===== src/rtl/cfs_params.svh =====
`ifndef CFS_PARAMS_SVH
`define CFS_PARAMS_SVH

// Register word addresses on the plain register port.
`define CFS_ADDR_CTRL 4'h0
`define CFS_ADDR_WMARK 4'h1
`define CFS_ADDR_LIMIT 4'h2
`define CFS_ADDR_CHEN 4'h3
`define CFS_ADDR_STATUS 4'h4
`define CFS_ADDR_ISTAT 4'h5
`define CFS_ADDR_IMASK 4'h6

// Control register fields.
`define CFS_CTRL_EN_BIT 0
`define CFS_CTRL_MODE_BIT 1
`define CFS_CTRL_FLUSH_BIT 2

// Status register fields; the fill count sits above the flags.
`define CFS_ST_EMPTY_BIT 0
`define CFS_ST_FILL_BIT 1
`define CFS_ST_OVERRUN_BIT 2
`define CFS_ST_UNDER_BIT 3
`define CFS_ST_CNT_LSB 8

// Reset values.
`define CFS_FLAGS_RESET 4'h1
`define CFS_WMARK_RESET 9'h001
`define CFS_LIMIT_RESET 12'h000
`define CFS_CHEN_RESET 16'h0000
`define CFS_IMASK_RESET 4'h0

`endif


===== src/rtl/cfs_pkg.sv =====
package cfs_pkg;

  // Queue behaviour when a result meets a full queue.
  typedef enum logic [0:0] {
    CFS_MODE_WMARK = 1'h0,
    CFS_MODE_STREAM = 1'h1
  } cfs_mode_t;

  // Status flags in register bit order, bit 0 last.
  typedef struct packed {
    logic under_limit_hit;
    logic overrun;
    logic fill_level;
    logic empty;
  } cfs_flags_t;

  // One conversion result offered to the queue.
  typedef struct packed {
    logic valid;
    logic [3:0] chan;
    logic [15:0] data;
  } cfs_conv_t;

endpackage


===== src/rtl/cfs_occupancy.sv =====
`timescale 1ns/1ps
// Tracks how many samples the queue holds and decides what a new
// result does when the queue is full.
module cfs_occupancy #(
  parameter int DEPTH = 256,
  parameter int CW = 9
) (
  input wire logic i_sys_clk, // System clock.
  input wire logic i_rst_b, // Asynchronous reset, active low.
  input wire logic i_enable, // Queue enabled, next-cycle value.
  input wire logic i_flush, // Clear command pulse.
  input wire logic i_stream, // High in streaming mode.
  input wire logic i_push, // New result offered.
  input wire logic i_pop, // Host reads one entry.
  output logic [CW-1:0] o_count, // Stored samples.
  output logic [CW-1:0] o_count_nxt, // Count after this edge.
  output logic o_store, // Result written to storage.
  output logic o_drop, // Result discarded, queue kept.
  output logic o_evict // Oldest entry discarded for result.
);

  localparam logic [CW-1:0] FULL = CW'(DEPTH);

  logic [CW-1:0] count_q;
  logic [CW-1:0] count_d;
  logic full;
  logic pop_ok;

  // Next count; a flush or a disable empties the queue outright.
  always_comb begin
    full = (count_q == FULL);
    pop_ok = i_pop && (count_q != '0);
    o_store = 1'b0;
    o_drop = 1'b0;
    o_evict = 1'b0;
    count_d = count_q;
    if (!i_enable || i_flush) begin
      count_d = '0;
    end else if (i_push && pop_ok) begin
      o_store = 1'b1;
    end else if (i_push && !full) begin
      o_store = 1'b1;
      count_d = count_q + CW'(1);
    end else if (i_push && i_stream) begin
      o_store = 1'b1;
      o_evict = 1'b1;
    end else if (i_push) begin
      o_drop = 1'b1;
    end else if (pop_ok) begin
      count_d = count_q - CW'(1);
    end
  end

  // Count register.
  always_ff @(posedge i_sys_clk or negedge i_rst_b) begin
    if (!i_rst_b) begin
      count_q <= '0;
    end else begin
      count_q <= count_d;
    end
  end

  assign o_count = count_q;
  assign o_count_nxt = count_d;

endmodule


===== src/rtl/cfs_irq.sv =====
`timescale 1ns/1ps
`include "cfs_params.svh"
// Sticky interrupt status with write-one-to-clear and a mask.
module cfs_irq #(
  parameter int N = 4
) (
  input wire logic i_sys_clk, // System clock.
  input wire logic i_rst_b, // Asynchronous reset, active low.
  input wire logic [N-1:0] i_event, // One-cycle event pulses.
  input wire logic i_clr_we, // Write to the status register.
  input wire logic i_mask_we, // Write to the mask register.
  input wire logic [N-1:0] i_wdata, // Write data.
  output logic [N-1:0] o_status, // Sticky status.
  output logic [N-1:0] o_mask, // Mask, one enables.
  output logic o_irq // Level interrupt.
);

  logic [N-1:0] stat_q;
  logic [N-1:0] stat_d;
  logic [N-1:0] mask_q;
  logic [N-1:0] mask_d;

  // A new event outranks a clear in the same cycle so none is lost.
  always_comb begin
    stat_d = stat_q;
    if (i_clr_we) begin
      stat_d = stat_q & ~i_wdata;
    end
    stat_d = stat_d | i_event;
    mask_d = i_mask_we ? i_wdata : mask_q;
  end

  // Status and mask registers.
  always_ff @(posedge i_sys_clk or negedge i_rst_b) begin
    if (!i_rst_b) begin
      stat_q <= '0;
      mask_q <= N'(`CFS_IMASK_RESET);
    end else begin
      stat_q <= stat_d;
      mask_q <= mask_d;
    end
  end

  assign o_status = stat_q;
  assign o_mask = mask_q;
  assign o_irq = |(stat_q & mask_q);

endmodule


===== src/rtl/cfs_top.sv =====
// The address map and strobed register access were decided locally.
`timescale 1ns/1ps
// Function
// - Watermark mode: result on full queue is dropped, overrun bit 2 sets.
// - Streaming mode: full queue evicts oldest, stores new, sets overrun.
// - Overrun clears once the queue is fully emptied.
// - Each flag has its own interrupt line, rising and falling with it.
// - Fill-level flag sets while stored count is at least the watermark; code holds it low while disabled.
// - Fill-level flag clears while stored count is below the watermark.
// - Empty flag, bit 0, is set when enabled and nothing yet stored.
// - Empty flag sets as the last stored entry is read out.
// - Empty flag sets after a successful clear command.
// - Empty flag is one while disabled and resets to one.
// - Empty flag clears while the queue holds any entry.
// - Every flag reads one when triggered, zero otherwise.
// - Enabled channel result at or below lower limit sets under-limit flag; code sets it only for results written to storage, not dropped ones.
`include "cfs_params.svh"
module cfs_top #(
  parameter int DEPTH = 256,
  parameter int CW = 9,
  parameter int NCH = 16
) (
  input wire logic i_sys_clk, // System clock, 250 MHz.
  input wire logic i_rst_b, // Asynchronous reset, active low.
  input wire logic [3:0] i_addr, // Register word address.
  input wire logic [31:0] i_wdata, // Register write data.
  input wire logic i_we, // Register write strobe.
  input wire logic i_re, // Register read strobe.
  output logic [31:0] o_rdata, // Read data, cycle after i_re.
  input wire cfs_pkg::cfs_conv_t i_conv, // New conversion result.
  input wire logic i_pop, // Host reads one queue entry.
  output logic o_store, // Write result into storage.
  output logic o_drop, // Result discarded.
  output logic o_evict, // Oldest entry discarded.
  output logic [CW-1:0] o_count, // Stored samples.
  output cfs_pkg::cfs_flags_t o_flag_irq, // Per-flag interrupts.
  output logic o_irq // Masked sticky interrupt.
);

  // Control state written by software.
  logic en_q;
  logic en_d;
  cfs_pkg::cfs_mode_t mode_q;
  cfs_pkg::cfs_mode_t mode_d;
  logic [CW-1:0] wmark_q;
  logic [CW-1:0] wmark_d;
  logic [11:0] limit_q;
  logic [11:0] limit_d;
  logic [NCH-1:0] chen_q;
  logic [NCH-1:0] chen_d;
  logic flush;

  // Flags, read data and helpers.
  cfs_pkg::cfs_flags_t flags_q;
  cfs_pkg::cfs_flags_t flags_d;
  logic [31:0] rdata_q;
  logic [31:0] rdata_d;
  logic [CW-1:0] count;
  logic [CW-1:0] count_nxt;
  logic push;
  logic limit_hit;
  logic [3:0] ist;
  logic [3:0] imask;

  // Write decode for a given word address.
  function automatic logic wr_hit(input logic [3:0] a);
    wr_hit = i_we && (i_addr == a);
  endfunction

  // Control registers; the flush bit is a command and is not stored.
  always_comb begin
    en_d = en_q;
    mode_d = mode_q;
    wmark_d = wmark_q;
    limit_d = limit_q;
    chen_d = chen_q;
    flush = 1'b0;
    if (wr_hit(`CFS_ADDR_CTRL)) begin
      en_d = i_wdata[`CFS_CTRL_EN_BIT];
      mode_d = cfs_pkg::cfs_mode_t'(i_wdata[`CFS_CTRL_MODE_BIT]);
      flush = i_wdata[`CFS_CTRL_FLUSH_BIT];
    end else if (wr_hit(`CFS_ADDR_WMARK)) begin
      wmark_d = i_wdata[CW-1:0];
    end else if (wr_hit(`CFS_ADDR_LIMIT)) begin
      limit_d = i_wdata[11:0];
    end else if (wr_hit(`CFS_ADDR_CHEN)) begin
      chen_d = i_wdata[NCH-1:0];
    end
  end

  always_ff @(posedge i_sys_clk or negedge i_rst_b) begin
    if (!i_rst_b) begin
      en_q <= 1'b0;
      mode_q <= cfs_pkg::CFS_MODE_WMARK;
      wmark_q <= CW'(`CFS_WMARK_RESET);
      limit_q <= `CFS_LIMIT_RESET;
      chen_q <= NCH'(`CFS_CHEN_RESET);
    end else begin
      en_q <= en_d;
      mode_q <= mode_d;
      wmark_q <= wmark_d;
      limit_q <= limit_d;
      chen_q <= chen_d;
    end
  end

  // Results are only taken while the queue is already enabled.
  assign push = i_conv.valid && en_q;

  // The occupancy tracker sees the next enable so that disabling
  // empties the count on the same edge as the enable bit falls.
  cfs_occupancy #(
    .DEPTH(DEPTH),
    .CW(CW)
  ) u_occ (
    .i_sys_clk(i_sys_clk),
    .i_rst_b(i_rst_b),
    .i_enable(en_d),
    .i_flush(flush),
    .i_stream(mode_q == cfs_pkg::CFS_MODE_STREAM),
    .i_push(push),
    .i_pop(i_pop),
    .o_count(count),
    .o_count_nxt(count_nxt),
    .o_store(o_store),
    .o_drop(o_drop),
    .o_evict(o_evict)
  );

  // Only the upper twelve bits of a result meet the lower limit, as
  // the limit register is twelve bits wide.
  assign limit_hit = o_store && chen_q[i_conv.chan]
                     && (i_conv.data[15:4] <= limit_q);

  // Flags follow the count that the queue holds after this edge, so
  // they change on the same edge as the count itself.
  always_comb begin
    flags_d.empty = !en_d || (count_nxt == '0);
    flags_d.fill_level = en_d && (count_nxt >= wmark_d);
    flags_d.overrun = (o_drop || o_evict)
                      || (flags_q.overrun && (count_nxt != '0));
    flags_d.under_limit_hit = limit_hit
                      || (flags_q.under_limit_hit && (count_nxt != '0));
  end

  always_ff @(posedge i_sys_clk or negedge i_rst_b) begin
    if (!i_rst_b) begin
      flags_q <= `CFS_FLAGS_RESET;
    end else begin
      flags_q <= flags_d;
    end
  end

  // Each flag drives its own line straight from the flag register.
  assign o_flag_irq = flags_q;
  assign o_count = count;

  // Rising flags latch into the sticky interrupt status.
  cfs_irq #(
    .N(4)
  ) u_irq (
    .i_sys_clk(i_sys_clk),
    .i_rst_b(i_rst_b),
    .i_event(flags_d & ~flags_q),
    .i_clr_we(wr_hit(`CFS_ADDR_ISTAT)),
    .i_mask_we(wr_hit(`CFS_ADDR_IMASK)),
    .i_wdata(i_wdata[3:0]),
    .o_status(ist),
    .o_mask(imask),
    .o_irq(o_irq)
  );

  // Read mux; unmapped addresses and idle cycles return zero.
  always_comb begin
    rdata_d = 32'h0000_0000;
    if (!i_re) begin
      rdata_d = 32'h0000_0000;
    end else if (i_addr == `CFS_ADDR_CTRL) begin
      rdata_d[`CFS_CTRL_EN_BIT] = en_q;
      rdata_d[`CFS_CTRL_MODE_BIT] = mode_q;
    end else if (i_addr == `CFS_ADDR_WMARK) begin
      rdata_d[CW-1:0] = wmark_q;
    end else if (i_addr == `CFS_ADDR_LIMIT) begin
      rdata_d[11:0] = limit_q;
    end else if (i_addr == `CFS_ADDR_CHEN) begin
      rdata_d[NCH-1:0] = chen_q;
    end else if (i_addr == `CFS_ADDR_STATUS) begin
      rdata_d[3:0] = flags_q;
      rdata_d[`CFS_ST_CNT_LSB +: CW] = count;
    end else if (i_addr == `CFS_ADDR_ISTAT) begin
      rdata_d[3:0] = ist;
    end else if (i_addr == `CFS_ADDR_IMASK) begin
      rdata_d[3:0] = imask;
    end
  end

  // Read data stands only in the cycle after the strobe.
  always_ff @(posedge i_sys_clk or negedge i_rst_b) begin
    if (!i_rst_b) begin
      rdata_q <= 32'h0000_0000;
    end else begin
      rdata_q <= rdata_d;
    end
  end

  assign o_rdata = rdata_q;

  // Checks on the flag behaviour.
  property p_drop_overrun;
    @(posedge i_sys_clk) disable iff (!i_rst_b)
    (push && !i_pop && !flush && en_d && count == CW'(DEPTH)
     && mode_q == cfs_pkg::CFS_MODE_WMARK)
    |-> o_drop && !o_store ##1 flags_q.overrun && count == CW'(DEPTH);
  endproperty
  a_drop_overrun: assert property (p_drop_overrun)
    else $error("Dropped result did not set overrun.");

  property p_evict_overrun;
    @(posedge i_sys_clk) disable iff (!i_rst_b)
    (push && !i_pop && !flush && en_d && count == CW'(DEPTH)
     && mode_q == cfs_pkg::CFS_MODE_STREAM)
    |-> o_evict && o_store ##1 flags_q.overrun;
  endproperty
  a_evict_overrun: assert property (p_evict_overrun)
    else $error("Streaming overflow did not evict and set overrun.");

  property p_overrun_clear;
    @(posedge i_sys_clk) disable iff (!i_rst_b)
    (count == '0) |-> !flags_q.overrun && !flags_q.under_limit_hit;
  endproperty
  a_overrun_clear: assert property (p_overrun_clear)
    else $error("Overrun or limit flag set on an empty queue.");

  property p_flag_irq;
    @(posedge i_sys_clk) disable iff (!i_rst_b)
    $rose(flags_q.fill_level) |-> $rose(o_flag_irq.fill_level)
      && rdata_d[`CFS_ST_FILL_BIT] == (i_re && i_addr == `CFS_ADDR_STATUS);
  endproperty
  a_flag_irq: assert property (p_flag_irq)
    else $error("Fill-level interrupt not in step with the flag.");

  property p_fill_set;
    @(posedge i_sys_clk) disable iff (!i_rst_b)
    (en_q && count >= wmark_q) |-> flags_q.fill_level;
  endproperty
  a_fill_set: assert property (p_fill_set)
    else $error("Fill-level flag low at or above watermark.");

  property p_fill_clr;
    @(posedge i_sys_clk) disable iff (!i_rst_b)
    (count < wmark_q) |-> !flags_q.fill_level;
  endproperty
  a_fill_clr: assert property (p_fill_clr)
    else $error("Fill-level flag high below watermark.");

  property p_empty_level;
    @(posedge i_sys_clk) disable iff (!i_rst_b)
    flags_q.empty == (!en_q || count == '0);
  endproperty
  a_empty_level: assert property (p_empty_level)
    else $error("Empty flag does not match the stored count.");

  property p_last_read;
    @(posedge i_sys_clk) disable iff (!i_rst_b)
    (i_pop && !push && count == CW'(1)) |=> flags_q.empty;
  endproperty
  a_last_read: assert property (p_last_read)
    else $error("Reading the last entry did not set empty.");

  property p_flush_empty;
    @(posedge i_sys_clk) disable iff (!i_rst_b)
    flush |=> flags_q.empty && count == '0 && !flags_q.overrun;
  endproperty
  a_flush_empty: assert property (p_flush_empty)
    else $error("Clear command did not empty the queue.");

  property p_disabled_empty;
    @(posedge i_sys_clk) disable iff (!i_rst_b)
    !en_q |-> flags_q.empty && !o_store;
  endproperty
  a_disabled_empty: assert property (p_disabled_empty)
    else $error("Disabled queue not showing empty.");

  property p_nonempty;
    @(posedge i_sys_clk) disable iff (!i_rst_b)
    (o_store && !flush && en_d) |=> !flags_q.empty;
  endproperty
  a_nonempty: assert property (p_nonempty)
    else $error("Stored entry left the empty flag set.");

  property p_limit_hit;
    @(posedge i_sys_clk) disable iff (!i_rst_b)
    (o_store && !flush && en_d && chen_q[i_conv.chan]
     && i_conv.data[15:4] <= limit_q) |=> flags_q.under_limit_hit;
  endproperty
  a_limit_hit: assert property (p_limit_hit)
    else $error("Result at or below limit did not set the flag.");

  property p_irq_out;
    @(posedge i_sys_clk) disable iff (!i_rst_b)
    $rose(flags_q.overrun) && imask[`CFS_ST_OVERRUN_BIT] |-> o_irq;
  endproperty
  a_irq_out: assert property (p_irq_out)
    else $error("Unmasked overrun did not raise the interrupt.");

endmodule


===== config.mk =====
export PLATFORM = sky130hd
export DESIGN_NAME = cfs_top
export DESIGN_NICKNAME = d
export VERILOG_FILES = /design/src/rtl/cfs_pkg.sv /design/src/rtl/cfs_occupancy.sv /design/src/rtl/cfs_irq.sv /design/src/rtl/cfs_top.sv
export VERILOG_INCLUDE_DIRS = /design/src /design/src/rtl
export SDC_FILE = /design/constraint.sdc
export NUM_CORES = 1
export LEC_CHECK = 0
export BUFFER_PORTS_ARGS = -buffer_cell sky130_fd_sc_hd__buf_2
export CORE_MARGIN = 5
export CORE_UTILIZATION = 52
export CTS_CLUSTER_DIAMETER = 150
export DETAILED_ROUTE_END_ITERATION = 7
export MAX_ROUTING_LAYER = met4
export PLACE_DENSITY = 0.78
export SLEW_MARGIN = 10
export SYNTH_ARGS = -nofsm -noshare
export SYNTH_HDL_FRONTEND = slang
export SYNTH_SLANG_ARGS = --single-unit

===== constraint.sdc =====
create_clock -name i_sys_clk -period 4 [get_ports i_sys_clk]
set_clock_uncertainty 0.2 [all_clocks]
set_input_delay 0.2 -clock i_sys_clk [delete_from_list [all_inputs] [get_ports i_sys_clk]]
set_output_delay 0.2 -clock i_sys_clk [all_outputs]
set_load 0.01 [all_outputs]

==> results of run 1 <==
-- logic make-up after synthesis --
group / count (synthesis)
and+or+nand+nor: 126
AOI/OAI and AO/OA: 117
DFF: 77
buffers and inverters: 68
muxes: 45
adders and majority gates: 23
xor gates and xnor gates: 4
other: 1
-- flip-flops by register name, summed over array words and instances (netlist names) --
name,cells
wmark_q,9
u_occ.o_count,9
u_irq.o_mask,4
chen_q,16
mode_q,1
u_irq.o_status,4
en_q,1
limit_q,12
o_rdata,17
o_flag_irq,4
-- how the worst max path moves through the flow --
stage	end	slack [ns]	depth (start not counted)
after floorplan	u_irq.o_status[1]$_DFF_PN0_	0.35	15
final	o_flag_irq[1]$_DFF_PN0_	0.30	13
after CTS	u_irq.o_status[1]$_DFF_PN0_	0.33	13
after global routing	u_irq.o_status[1]$_DFF_PN0_	0.004	13
after detailed placement	u_irq.o_status[1]$_DFF_PN0_	0.35	13
after global placement	u_irq.o_status[1]$_DFF_PN0_	0.43	13
-- synthesized netlist by cell type, types with 3 or more instances --
library cell and n:
ha_1 23, a21o_1 9, nand2b_1 3, and2_1 6, clkbuf_1 18, inv_1 33, buf_4 15, nand4_1 8
o211ai_1 3, nor2b_1 7, o21a_1 5, nand2_1 40, nor4_1 3, nor2_1 28, or2_2 3, a221oi_1 5
nand3_1 3, a22oi_1 11, a211oi_1 4, nor3_1 8, dfrtp_1 75, o31ai_1 4, mux4_2 4, mux2_2 23
o21ai_0 34, a21oi_1 20, mux2i_1 18, or3_1 4
-- cells in the final DEF (no fill, tap or decap), types with 3 or more instances in the layout --
| cell type | instances |
|---|---|
| a211oi_1 | 4 |
| a21o_1 | 9 |
| a21oi_1 | 20 |
| a221oi_1 | 5 |
| a22oi_1 | 11 |
| and2_1 | 6 |
| buf_2 | 74 |
| buf_4 | 10 |
| clkbuf_1 | 3 |
| clkbuf_8 | 11 |
| conb_1 | 15 |
| dfrtp_1 | 75 |
| dlygate4sd3_1 | 16 |
| ha_1 | 23 |
| inv_1 | 33 |
| mux2_2 | 23 |
| mux2i_1 | 18 |
| mux4_2 | 4 |
| nand2_1 | 40 |
| nand2b_1 | 3 |
| nand3_1 | 3 |
| nand4_1 | 8 |
| nor2_1 | 28 |
| nor2b_1 | 7 |
| nor3_1 | 8 |
| o211ai_1 | 3 |
| o21a_1 | 5 |
| o21ai_0 | 34 |
| o31ai_1 | 4 |
| or2_2 | 3 |
| or3_1 | 4 |
-- layer usage --
metal	vias up	part of all wire, %
met5	-	0
met4	0	3.1
met3	40	7.4
met2	182	48
met1	1883	41
li1	1810	-
-- metrics by stage --
step / total power, mW / area [um2]
after floorplan: 1.90 / 4570
after global placement: 2.22 / 4960
after detailed placement: 2.26 / 4960
after CTS: 2.87 / 5320
after global routing: 3.07 / 5330
final: 2.88 / 5330
-- area by class of cell --
| cell class | count | area, um2 |
|---|---|---|
| Sequential cell | 77 | 1930 |
| Tap cell | 108 | 135 |
| Clock buffer | 14 | 163 |
| Timing Repair Buffer | 100 | 606 |
| Multi-Input combinational cell | 330 | 2340 |
| Inverter | 33 | 124 |
| Fill cell | 724 | 3270 |
| Clock inverter | 2 | 35.0 |
-- power groups by stage --
stage / Clock, mW / Sequential, mW / Combinational, mW
detailed placement: 0 / 1.11 / 1.15
global placement: 0 / 1.11 / 1.11
global route: 0.631 / 1.13 / 1.31
floorplan: 0 / 1.07 / 0.831
finish: 0.583 / 1.11 / 1.19
CTS: 0.596 / 1.10 / 1.17
-- repair_timing --
item / in CTS / in global routing
hold buffers: 16 / 0
resized for setup: 0 / 1
endpoints found under the setup margin: 0 / 1
hold endpoints to repair: 109 / 0
-- worst register-to-register path, stage by stage, from the launching register on --
cell and delay (ns):
dfrtp_1 0.38, inv_1 0.12, ha_1 0.20, or4b_1 0.60
o21ai_0 0.28, o211ai_1 0.14, a221oi_1 0.45, ha_1 0.31
a21o_1 0.17, a21o_1 0.17, a21o_1 0.17, a21oi_1 0.14
o21a_1 0.15, o21ai_0 0.09
==> flow_summary_export.csv, run 1 <==
group,metric,value,unit
grt,grt_pass1_wl,19.4,mm
setup_path,startpoint,"u_occ.o_count[1]$_DFF_PN0_",
power,powerDensity,540,nW/um2
synthesis,avgSynthCellArea,9.81,um2
place,dp_hpwl,9.10,mm
sta,setup_viol,0,
setup_path,worstSetupStartpointType,"flop",
setup_path,r2r_end,"o_flag_irq[1]$_DFF_PN0_",
finish,layoutNonFillerInstCount,664,
power,combPwrFrac,41.3,%
floorplanning,pin_count,111,
grt,use_met1,31.1,%
setup_path,crit_required,4.01,ns
finish,fin_nets,636,
cts,cts_max_level,3,
cts,cts_tree,"yes",
sta,drv_slew,0,
power,sw_frac_of_total,37.7,%
synthesis,netlist-cell-type-count,62,
sta,post-route-min-period,3.70,ns
cts,post_cts_buffers,0,
synthesis,yosysWarnings,0,
sta,setup-tns-final,0,ns
cts,clkTransAtPathRegs,0.08,ns
synthesis,syn_area,4520,um2
detailed_routing,first_pass_iters,5,
synthesis,syn_inst,461,
setup_path,critPathKind,"reg -> reg",
synthesis,synth.ff_latch_count,77,
place,portBuffers,75,
cts,cts-buffers-inserted,9,
place,dp.cells,632,
synthesis,synth_compound_area_share,17.1,%
detailed_routing,drc,0,
power,cellLeakagePower,2.60,nW
place,gp_congestion,0.890,
cts,clock-sinks,77,
cts,ctsLongestPathBuffers,2,
setup_path,cp_max_fo,7,
power,seqPwrFrac,38.5,%
detailed_routing,drt-total-wl,12.1,mm
setup_path,arrival,3.71,ns
power,p_int,1.79,mW
grt,antenna_found_initial,0,
setup_path,critical-path-top-delay-family,"compound AO/OA/AOI/OAI gates",
finish,final_util,62.0,%
synthesis,synth_area_leaders,"dfrtp_1, ha_1, mux2_2",
synthesis,synth_top_family_by_area,"compound AO/OA/AOI/OAI gates",
setup_path,r2r_cells,13,
grt,grt_use_met2,38.6,%
sta,period_share,92.6,%
sta,setup_ws,0.296,ns
cts,clock_latency,0.34,ns
setup_path,critPathCaptureType,"flop",
grt,grt_usage,24.4,%
synthesis,synth.mux.area_fraction,11.7,%
setup_path,r2r-start,"u_occ.o_count[1]$_DFF_PN0_",
floorplanning,die_w,103,um
synthesis,ys_seq_area_share,42.7,%
synthesis,yosys.area_share.simple,14.2,%
power,vdd_drop_max,284,uV
cts,cts-root-buf,"clkbuf_8",
sta,holdWs,0.0300,ns
grt,grt_max_degree,78,
grt,busiest_layer,"met2",
synthesis,synth_flop_cell,"dfrtp_1",
synthesis,synth-edff-count,0,
power,switchingPower,1.08,mW
sta,fmax,270,MHz
setup_path,max_stage_delay,0.60,ns
setup_path,reg2reg_slack,0.30,ns
synthesis,synthArstFlopShare,100,%
detailed_routing,routed-via-count,3915,
power,clkPwrFrac,20.3,%
place,pre_cts_slack,0.346,ns
finish,area_growth,17.9,%
floorplanning,rows,34,
flow_run,cap_violations,0,
detailed_routing,drtIter0Drc,204,
hold_path,holdPathEnd,"chen_q[0]$_DFFE_PN0P_",
floorplanning,die_h,103,um
grt,grt-ovfl-total,0,
synthesis,synthXorXnorAreaFrac,0.775,%
sta,finalHoldViolCount,0,
setup_path,cp_cell_sequence,"inv_1 > ha_1 > or4b_1 > o21ai_0 > o211ai_1 > a221oi_1 > ha_1 > a21o_1 > a21o_1 > a21o_1 > a21oi_1 > o21a_1 > o21ai_0",
synthesis,synth-adder-area-share,6.37,%
setup_path,crit_path_frequent_cell,"a21o_1",
grt,first_global_vias,3982,
detailed_routing,viasPerCell,5.90,
hold_path,min_from,"i_wdata[0]",
sta,tightestPinTransition,0.960,ns
setup_path,cp_slowest_cell,"or4b_1",
floorplanning,initial_core_util,52.6,%
sta,slew_headroom,36.0,%
floorplanning,core-area,8590,um2
detailed_routing,final_antenna_net_count,0,
detailed_routing,wl_per_cell,18.3,um
synthesis,yosys.area.top_type_share,41.5,%
sta,rsz0062_at_grt,"false",
finish,diodes,0,
finish,drive_above_1_share,24.6,%
status,status,"finished clean",
setup_path,critPathBufInv,1,
hold_path,hold_depth,2,
floorplanning,dieArea,10700,um2
grt,gr-usage-met3,4.49,%
synthesis,yosysTopAreaCell,"dfrtp_1",
hold_path,min_path_type,"in -> reg",
(Power assumes the default switching activity.)
==> run 2: changes to the inputs <==
==> constraint.sdc (replaced) <==
create_clock -name i_sys_clk -period 4 [get_ports i_sys_clk]
set_clock_uncertainty 0.2 [all_clocks]
set_input_delay 1 -clock i_sys_clk [delete_from_list [all_inputs] [get_ports i_sys_clk]]
set_output_delay 1 -clock i_sys_clk [all_outputs]
set_load 0.01 [all_outputs]
==> run 2 against run 1 <==
Compared with the run above: global-route usage increased by 0.45 points; setup slack got worse by 0.15 ns; sequential share of layout area increased by 0.068 points; via count decreased by 1.0%; flip-flop and latch count unchanged; first-iteration DRC count increased by 15%; count of clock-buffer cells in the layout decreased by 3; sequential power about the same; critical path depth decreased by 6; worst hold slack improved by 0.29 ns; die area unchanged; register-to-register slack got worse by 0.096 ns; critical endpoint is now o_drop.
==> flow_summary_export.csv, run 2 (synthesis results as in run 1) <==
group,metric,value,unit
status,status,"finished clean",
finish,diodes,0,
floorplanning,die_h,103,um
finish,layout_common_cells,"dfrtp_1, buf_2, nand2_1, o21ai_0, inv_1",
sta,holdWs,0.322,ns
power,clkPwrFrac,22.4,%
sta,drv_slew,0,
place,gp_congestion,0.937,
cts,cts-buffers-inserted,9,
cts,post_cts_buffers,0,
power,seqPwrFrac,36.4,%
finish,fin_nets,635,
cts,ctsLongestPathBuffers,2,
cts,clock_latency,0.35,ns
finish,final_area,5320,um2
sta,fmax,259,MHz
grt,first_global_vias,3941,
setup_path,critPathKind,"in -> out",
setup_path,arrival,2.65,ns
floorplanning,initial_core_util,52.6,%
grt,grt_usage,24.8,%
grt,antenna_found_initial,0,
sta,finalHoldViolCount,0,
setup_path,worstSetupStartpointType,"input pin",
sta,tightestPinTransition,0.946,ns
detailed_routing,viasPerCell,5.85,
power,sw_frac_of_total,37.2,%
detailed_routing,wl_per_cell,18.1,um
floorplanning,dieArea,10700,um2
setup_path,r2r-start,"u_occ.o_count[1]$_DFF_PN0_",
cts,clkTransAtPathRegs,0.07,ns
detailed_routing,drc,0,
place,portBuffers,75,
finish,final_common_cell,"dfrtp_1",
sta,slew_headroom,36.9,%
grt,grt-ovfl-total,0,
grt,grt_max_degree,78,
grt,grt_pass1_wl,19.6,mm
setup_path,cp_cell_sequence,"buf_2 > nor3_1 > and4b_1 > nor2_1 > or4_1 > nor2_1 > buf_2",
sta,post-route-min-period,3.85,ns
detailed_routing,first_pass_iters,5,
place,place_area,5080,um2
floorplanning,die_w,103,um
sta,setup_viol,0,
finish,drive_above_1_share,27.9,%
detailed_routing,routed-via-count,3876,
detailed_routing,final_antenna_net_count,0,
cts,cts_max_level,3,
setup_path,critPathCaptureType,"output port",
power,cellLeakagePower,2.61,nW
power,p_int,1.88,mW
detailed_routing,drtIter0Drc,235,
finish,area_growth,17.6,%
hold_path,min_path_type,"reg -> reg",
setup_path,startpoint,"i_addr[1]",
cts,clock-sinks,77,
power,vdd_drop_max,382,uV
sta,setup_ws,0.146,ns
flow_run,cap_violations,0,
floorplanning,rows,34,
setup_path,crit_required,2.80,ns
sta,setup-tns-final,0,ns
place,dp_hpwl,9.19,mm
floorplanning,core-area,8590,um2
place,pre_cts_slack,0.0972,ns
cts,ctsResizeCount,0,
cts,cts_hold_buffers,0,
power,combPwrFrac,41.2,%
setup_path,cp_max_fo,5,
sta,period_share,96.4,%
power,switchingPower,1.11,mW
setup_path,max_stage_delay,0.60,ns
power,powerDensity,563,nW/um2
hold_path,min_from,"u_irq.o_status[0]$_DFF_PN0_",
cts,cts_tree,"yes",
sta,rsz0062_at_grt,"false",
setup_path,cp_slowest_cell,"or4_1",
cts,cts-root-buf,"clkbuf_8",
detailed_routing,drt-total-wl,12.0,mm
finish,largest_reg_flops,17,
floorplanning,pin_count,111,
[run 2: metal layers]
metal  GRT usage (%)  wire [um]  up-vias
li1                -          -     1804
met1            31.6       4970     1879
met5               -          0        -
met4            9.36        251        0
met3            4.36        918       22
met2            39.7       5890      171
[run 2: path summary, 6_finish.rpt]
path	to	slack [ns]	cells past startpoint
min	u_irq.o_status[0]$_DFF_PN0_	0.32	2
max	o_drop	0.15	7
max in group asynchronous	u_occ.o_count[7]$_DFF_PN0_	2.40	1
min reg2reg	u_irq.o_status[0]$_DFF_PN0_	0.32	2
max reg2reg	o_flag_irq[1]$_DFF_PN0_	0.20	14
min in group asynchronous	limit_q[2]$_DFFE_PN0P_	0.59	1
[run 2: power by group through the flow]
stage | registers (mW) | logic [mW] | clock network, mW
after floorplan | 1.07 | 0.832 | 0
after global placement | 1.09 | 1.20 | 0
after detailed placement | 1.10 | 1.21 | 0
after CTS | 1.09 | 1.23 | 0.682
after global routing | 1.11 | 1.37 | 0.712
final | 1.09 | 1.23 | 0.669
[run 2: per-stage QoR]
step	utilization, %	std cells	power [mW]
after floorplan	-	475	1.90
after global placement	59.2	647	2.29
after detailed placement	59.2	647	2.32
after CTS	61.9	663	2.99
after global routing	61.9	663	3.19
final	61.9	663	2.99
[run 2: layout make-up]
type,count,area (um2)
fill,725,3280
multi-input combinational,330,2340
sequential,77,1930
timing repair buffer,99,558
clock buffer,11,151
tap,108,135
inverter,33,124
clock inverter,5,82.6
[run 2: critical path: cells and delay by family]
family	cells	cell delay (ns)
AND/OR/NAND/NOR	5	1.40
buffers and inverters	2	0.25
==> run 3: changes to the inputs <==
--- a/constraint.sdc
+++ b/constraint.sdc
@@ -4,2 +4,2 @@
 set_output_delay 1 -clock i_sys_clk [all_outputs]
-set_load 0.01 [all_outputs]
+set_load 0.1 [all_outputs]
==> run 3 against run 2 <==
Compared with the run above: non-clock buffer count is 3 lower; worst hold slack gained 0.0094 ns; flip-flop and latch count did not move; die area unchanged.
==> flow_summary_export.csv, run 3 (synthesis results as in run 1) <==
group,metric,value,unit
sta,setup_viol,0,
power,powerDensity,643,nW/um2
finish,layout_common_cells,"dfrtp_1, buf_2, nand2_1, o21ai_0, inv_1",
grt,first_global_vias,3966,
setup_path,r2r_end,"o_flag_irq[1]$_DFF_PN0_",
grt,grt-ovfl-total,0,
setup_path,r2r_cells,13,
setup_path,startpoint,"i_addr[3]",
finish,layoutNonFillerInstCount,660,
status,status,"finished clean",
finish,diodes,0,
setup_path,cp_slowest_cell,"or4_4",
flow_run,cap_violations,0,
grt,antenna_found_initial,0,
grt,grt_usage,24.8,%
sta,finalHoldViolCount,0,
sta,drv_slew,0,
setup_path,crit_required,2.80,ns
sta,setup-tns-final,0,ns
finish,fillers,697,
grt,grt_max_degree,78,
sta,tightestPinTransition,0.953,ns
power,vdd_drop_max,437,uV
floorplanning,pin_count,111,
sta,slew_headroom,36.5,%
cts,cts-buffers-inserted,9,
grt,grt_pass1_wl,19.7,mm
detailed_routing,drt-total-wl,12.2,mm
finish,final_common_cell,"dfrtp_1",
sta,fmax,258,MHz
finish,largest_reg_flops,17,
setup_path,cp_max_fo,4,
power,cellLeakagePower,2.63,nW
setup_path,arrival,2.67,ns
floorplanning,die_w,103,um
setup_path,max_stage_delay,0.62,ns
hold_path,min_path_type,"reg -> reg",
finish,final_util,63.0,%
cts,ctsLongestPathBuffers,2,
setup_path,critPathCaptureType,"output port",
floorplanning,initial_core_util,52.6,%
place,pre_cts_slack,0.0541,ns
finish,fin_nets,632,
sta,setup_ws,0.126,ns
setup_path,reg2reg_slack,0.26,ns
floorplanning,die_h,103,um
sta,post-route-min-period,3.87,ns
detailed_routing,final_antenna_net_count,0,
finish,final_area,5410,um2
finish,drive_above_1_share,29.0,%
place,gp_congestion,0.902,
setup_path,critPathKind,"in -> out",
detailed_routing,wl_per_cell,18.4,um
place,dp.cells,644,
cts,clock-sinks,77,
floorplanning,dieArea,10700,um2
setup_path,worstSetupStartpointType,"input pin",
setup_path,worstSetupEndpoint,"o_drop",
place,dp_hpwl,9.29,mm
cts,cts-root-buf,"clkbuf_8",
cts,clkTransAtPathRegs,0.08,ns
detailed_routing,routed-via-count,3900,
cts,cts_tree,"yes",
place,place_area,5150,um2
sta,rsz0062_at_grt,"false",
place,portBuffers,75,
finish,area_growth,19.7,%
cts,cts_hold_buffers,0,
detailed_routing,viasPerCell,5.91,
setup_path,r2r-start,"u_occ.o_count[1]$_DFF_PN0_",
cts,cts_max_level,3,
setup_path,cp_cell_sequence,"buf_2 > nor3_4 > and4b_1 > nor2_2 > or4_4 > nor2_4 > buf_12",
floorplanning,core-area,8590,um2
detailed_routing,first_pass_iters,5,
detailed_routing,drc,0,
detailed_routing,drtIter0Drc,321,
sta,period_share,96.8,%
floorplanning,rows,34,
cts,clock_latency,0.35,ns
-- run 3: changes by cell type in the layout (fill, tap and decap cells not counted), moves of 2 or more --
| cell | before | now |
|---|---|---|
| buf_12 | 0 | 3 |
| buf_2 | 74 | 71 |
| buf_4 | 25 | 22 |
| clkinvlp_4 | 3 | 0 |
| nor2_1 | 27 | 24 |
| clkinv_4 | 0 | 2 |
| nor2_2 | 0 | 2 |
-- run 3: worst min-delay path by stage --
stage	start	end	depth (start not counted)
after CTS	chen_q[0]$_DFFE_PN0P_	chen_q[0]$_DFFE_PN0P_	1
after global routing	chen_q[0]$_DFFE_PN0P_	chen_q[0]$_DFFE_PN0P_	1
final	wmark_q[2]$_DFF_PN0_	wmark_q[2]$_DFF_PN0_	2
after global placement	u_irq.o_status[0]$_DFF_PN0_	u_irq.o_status[0]$_DFF_PN0_	2
after detailed placement	wmark_q[2]$_DFF_PN0_	wmark_q[2]$_DFF_PN0_	2
after floorplan	u_irq.o_status[2]$_DFF_PN0_	u_irq.o_status[2]$_DFF_PN0_	2
-- run 3: area by class of cell --
| cell class | count | area (um2) | share of cell area, % |
|---|---|---|---|
| clock buffers | 11 | 141 | 2.61 |
| clock inverters | 5 | 108 | 1.99 |
| inverters | 33 | 124 | 2.29 |
| multi-input cells | 330 | 2390 | 44.2 |
| flip-flops and latches | 77 | 1930 | 35.7 |
| well taps | 108 | 135 | 2.50 |
| repair buffers | 96 | 581 | 10.7 |
-- run 3: per-stage QoR --
step / hold WS [ns] / power, mW
floorplan: 0.268 / 2.32
global placement: 0.296 / 2.70
detailed placement: 0.319 / 2.74
CTS: 0.335 / 3.47
global route: 0.351 / 3.67
finish: 0.332 / 3.48
-- run 3: power breakdown --
part           switching, mW  leakage (nW)  internal (mW)
sequential             0.162         0.978          0.947
clock                  0.284         0.124          0.434
combinational           1.09          1.52          0.561
total                   1.54          2.63           1.94
-- run 3: what timing repair did --
| item | 4_1_cts | 5_1_grt |
|---|---|---|
| setup buffers | 0 | 0 |
| gates resized for setup | 0 | 2 |
| setup endpoints to repair | 0 | 2 |
-- run 3: metal layers --
layer / part of all wire [%] / GRT usage (%) / vias up
li1: - / - / 1801
met1: 42 / 31.9 / 1884
met2: 48 / 39.1 / 185
met3: 7.7 / 5.03 / 30
met4: 2.4 / 9.16 / 0
met5: 0 / - / -
-- run 3: worst max-delay path, delay by kind of cell --
family | cells | cell delay (ns)
buf+inv | 2 | 0.31
simple gates | 5 | 1.36
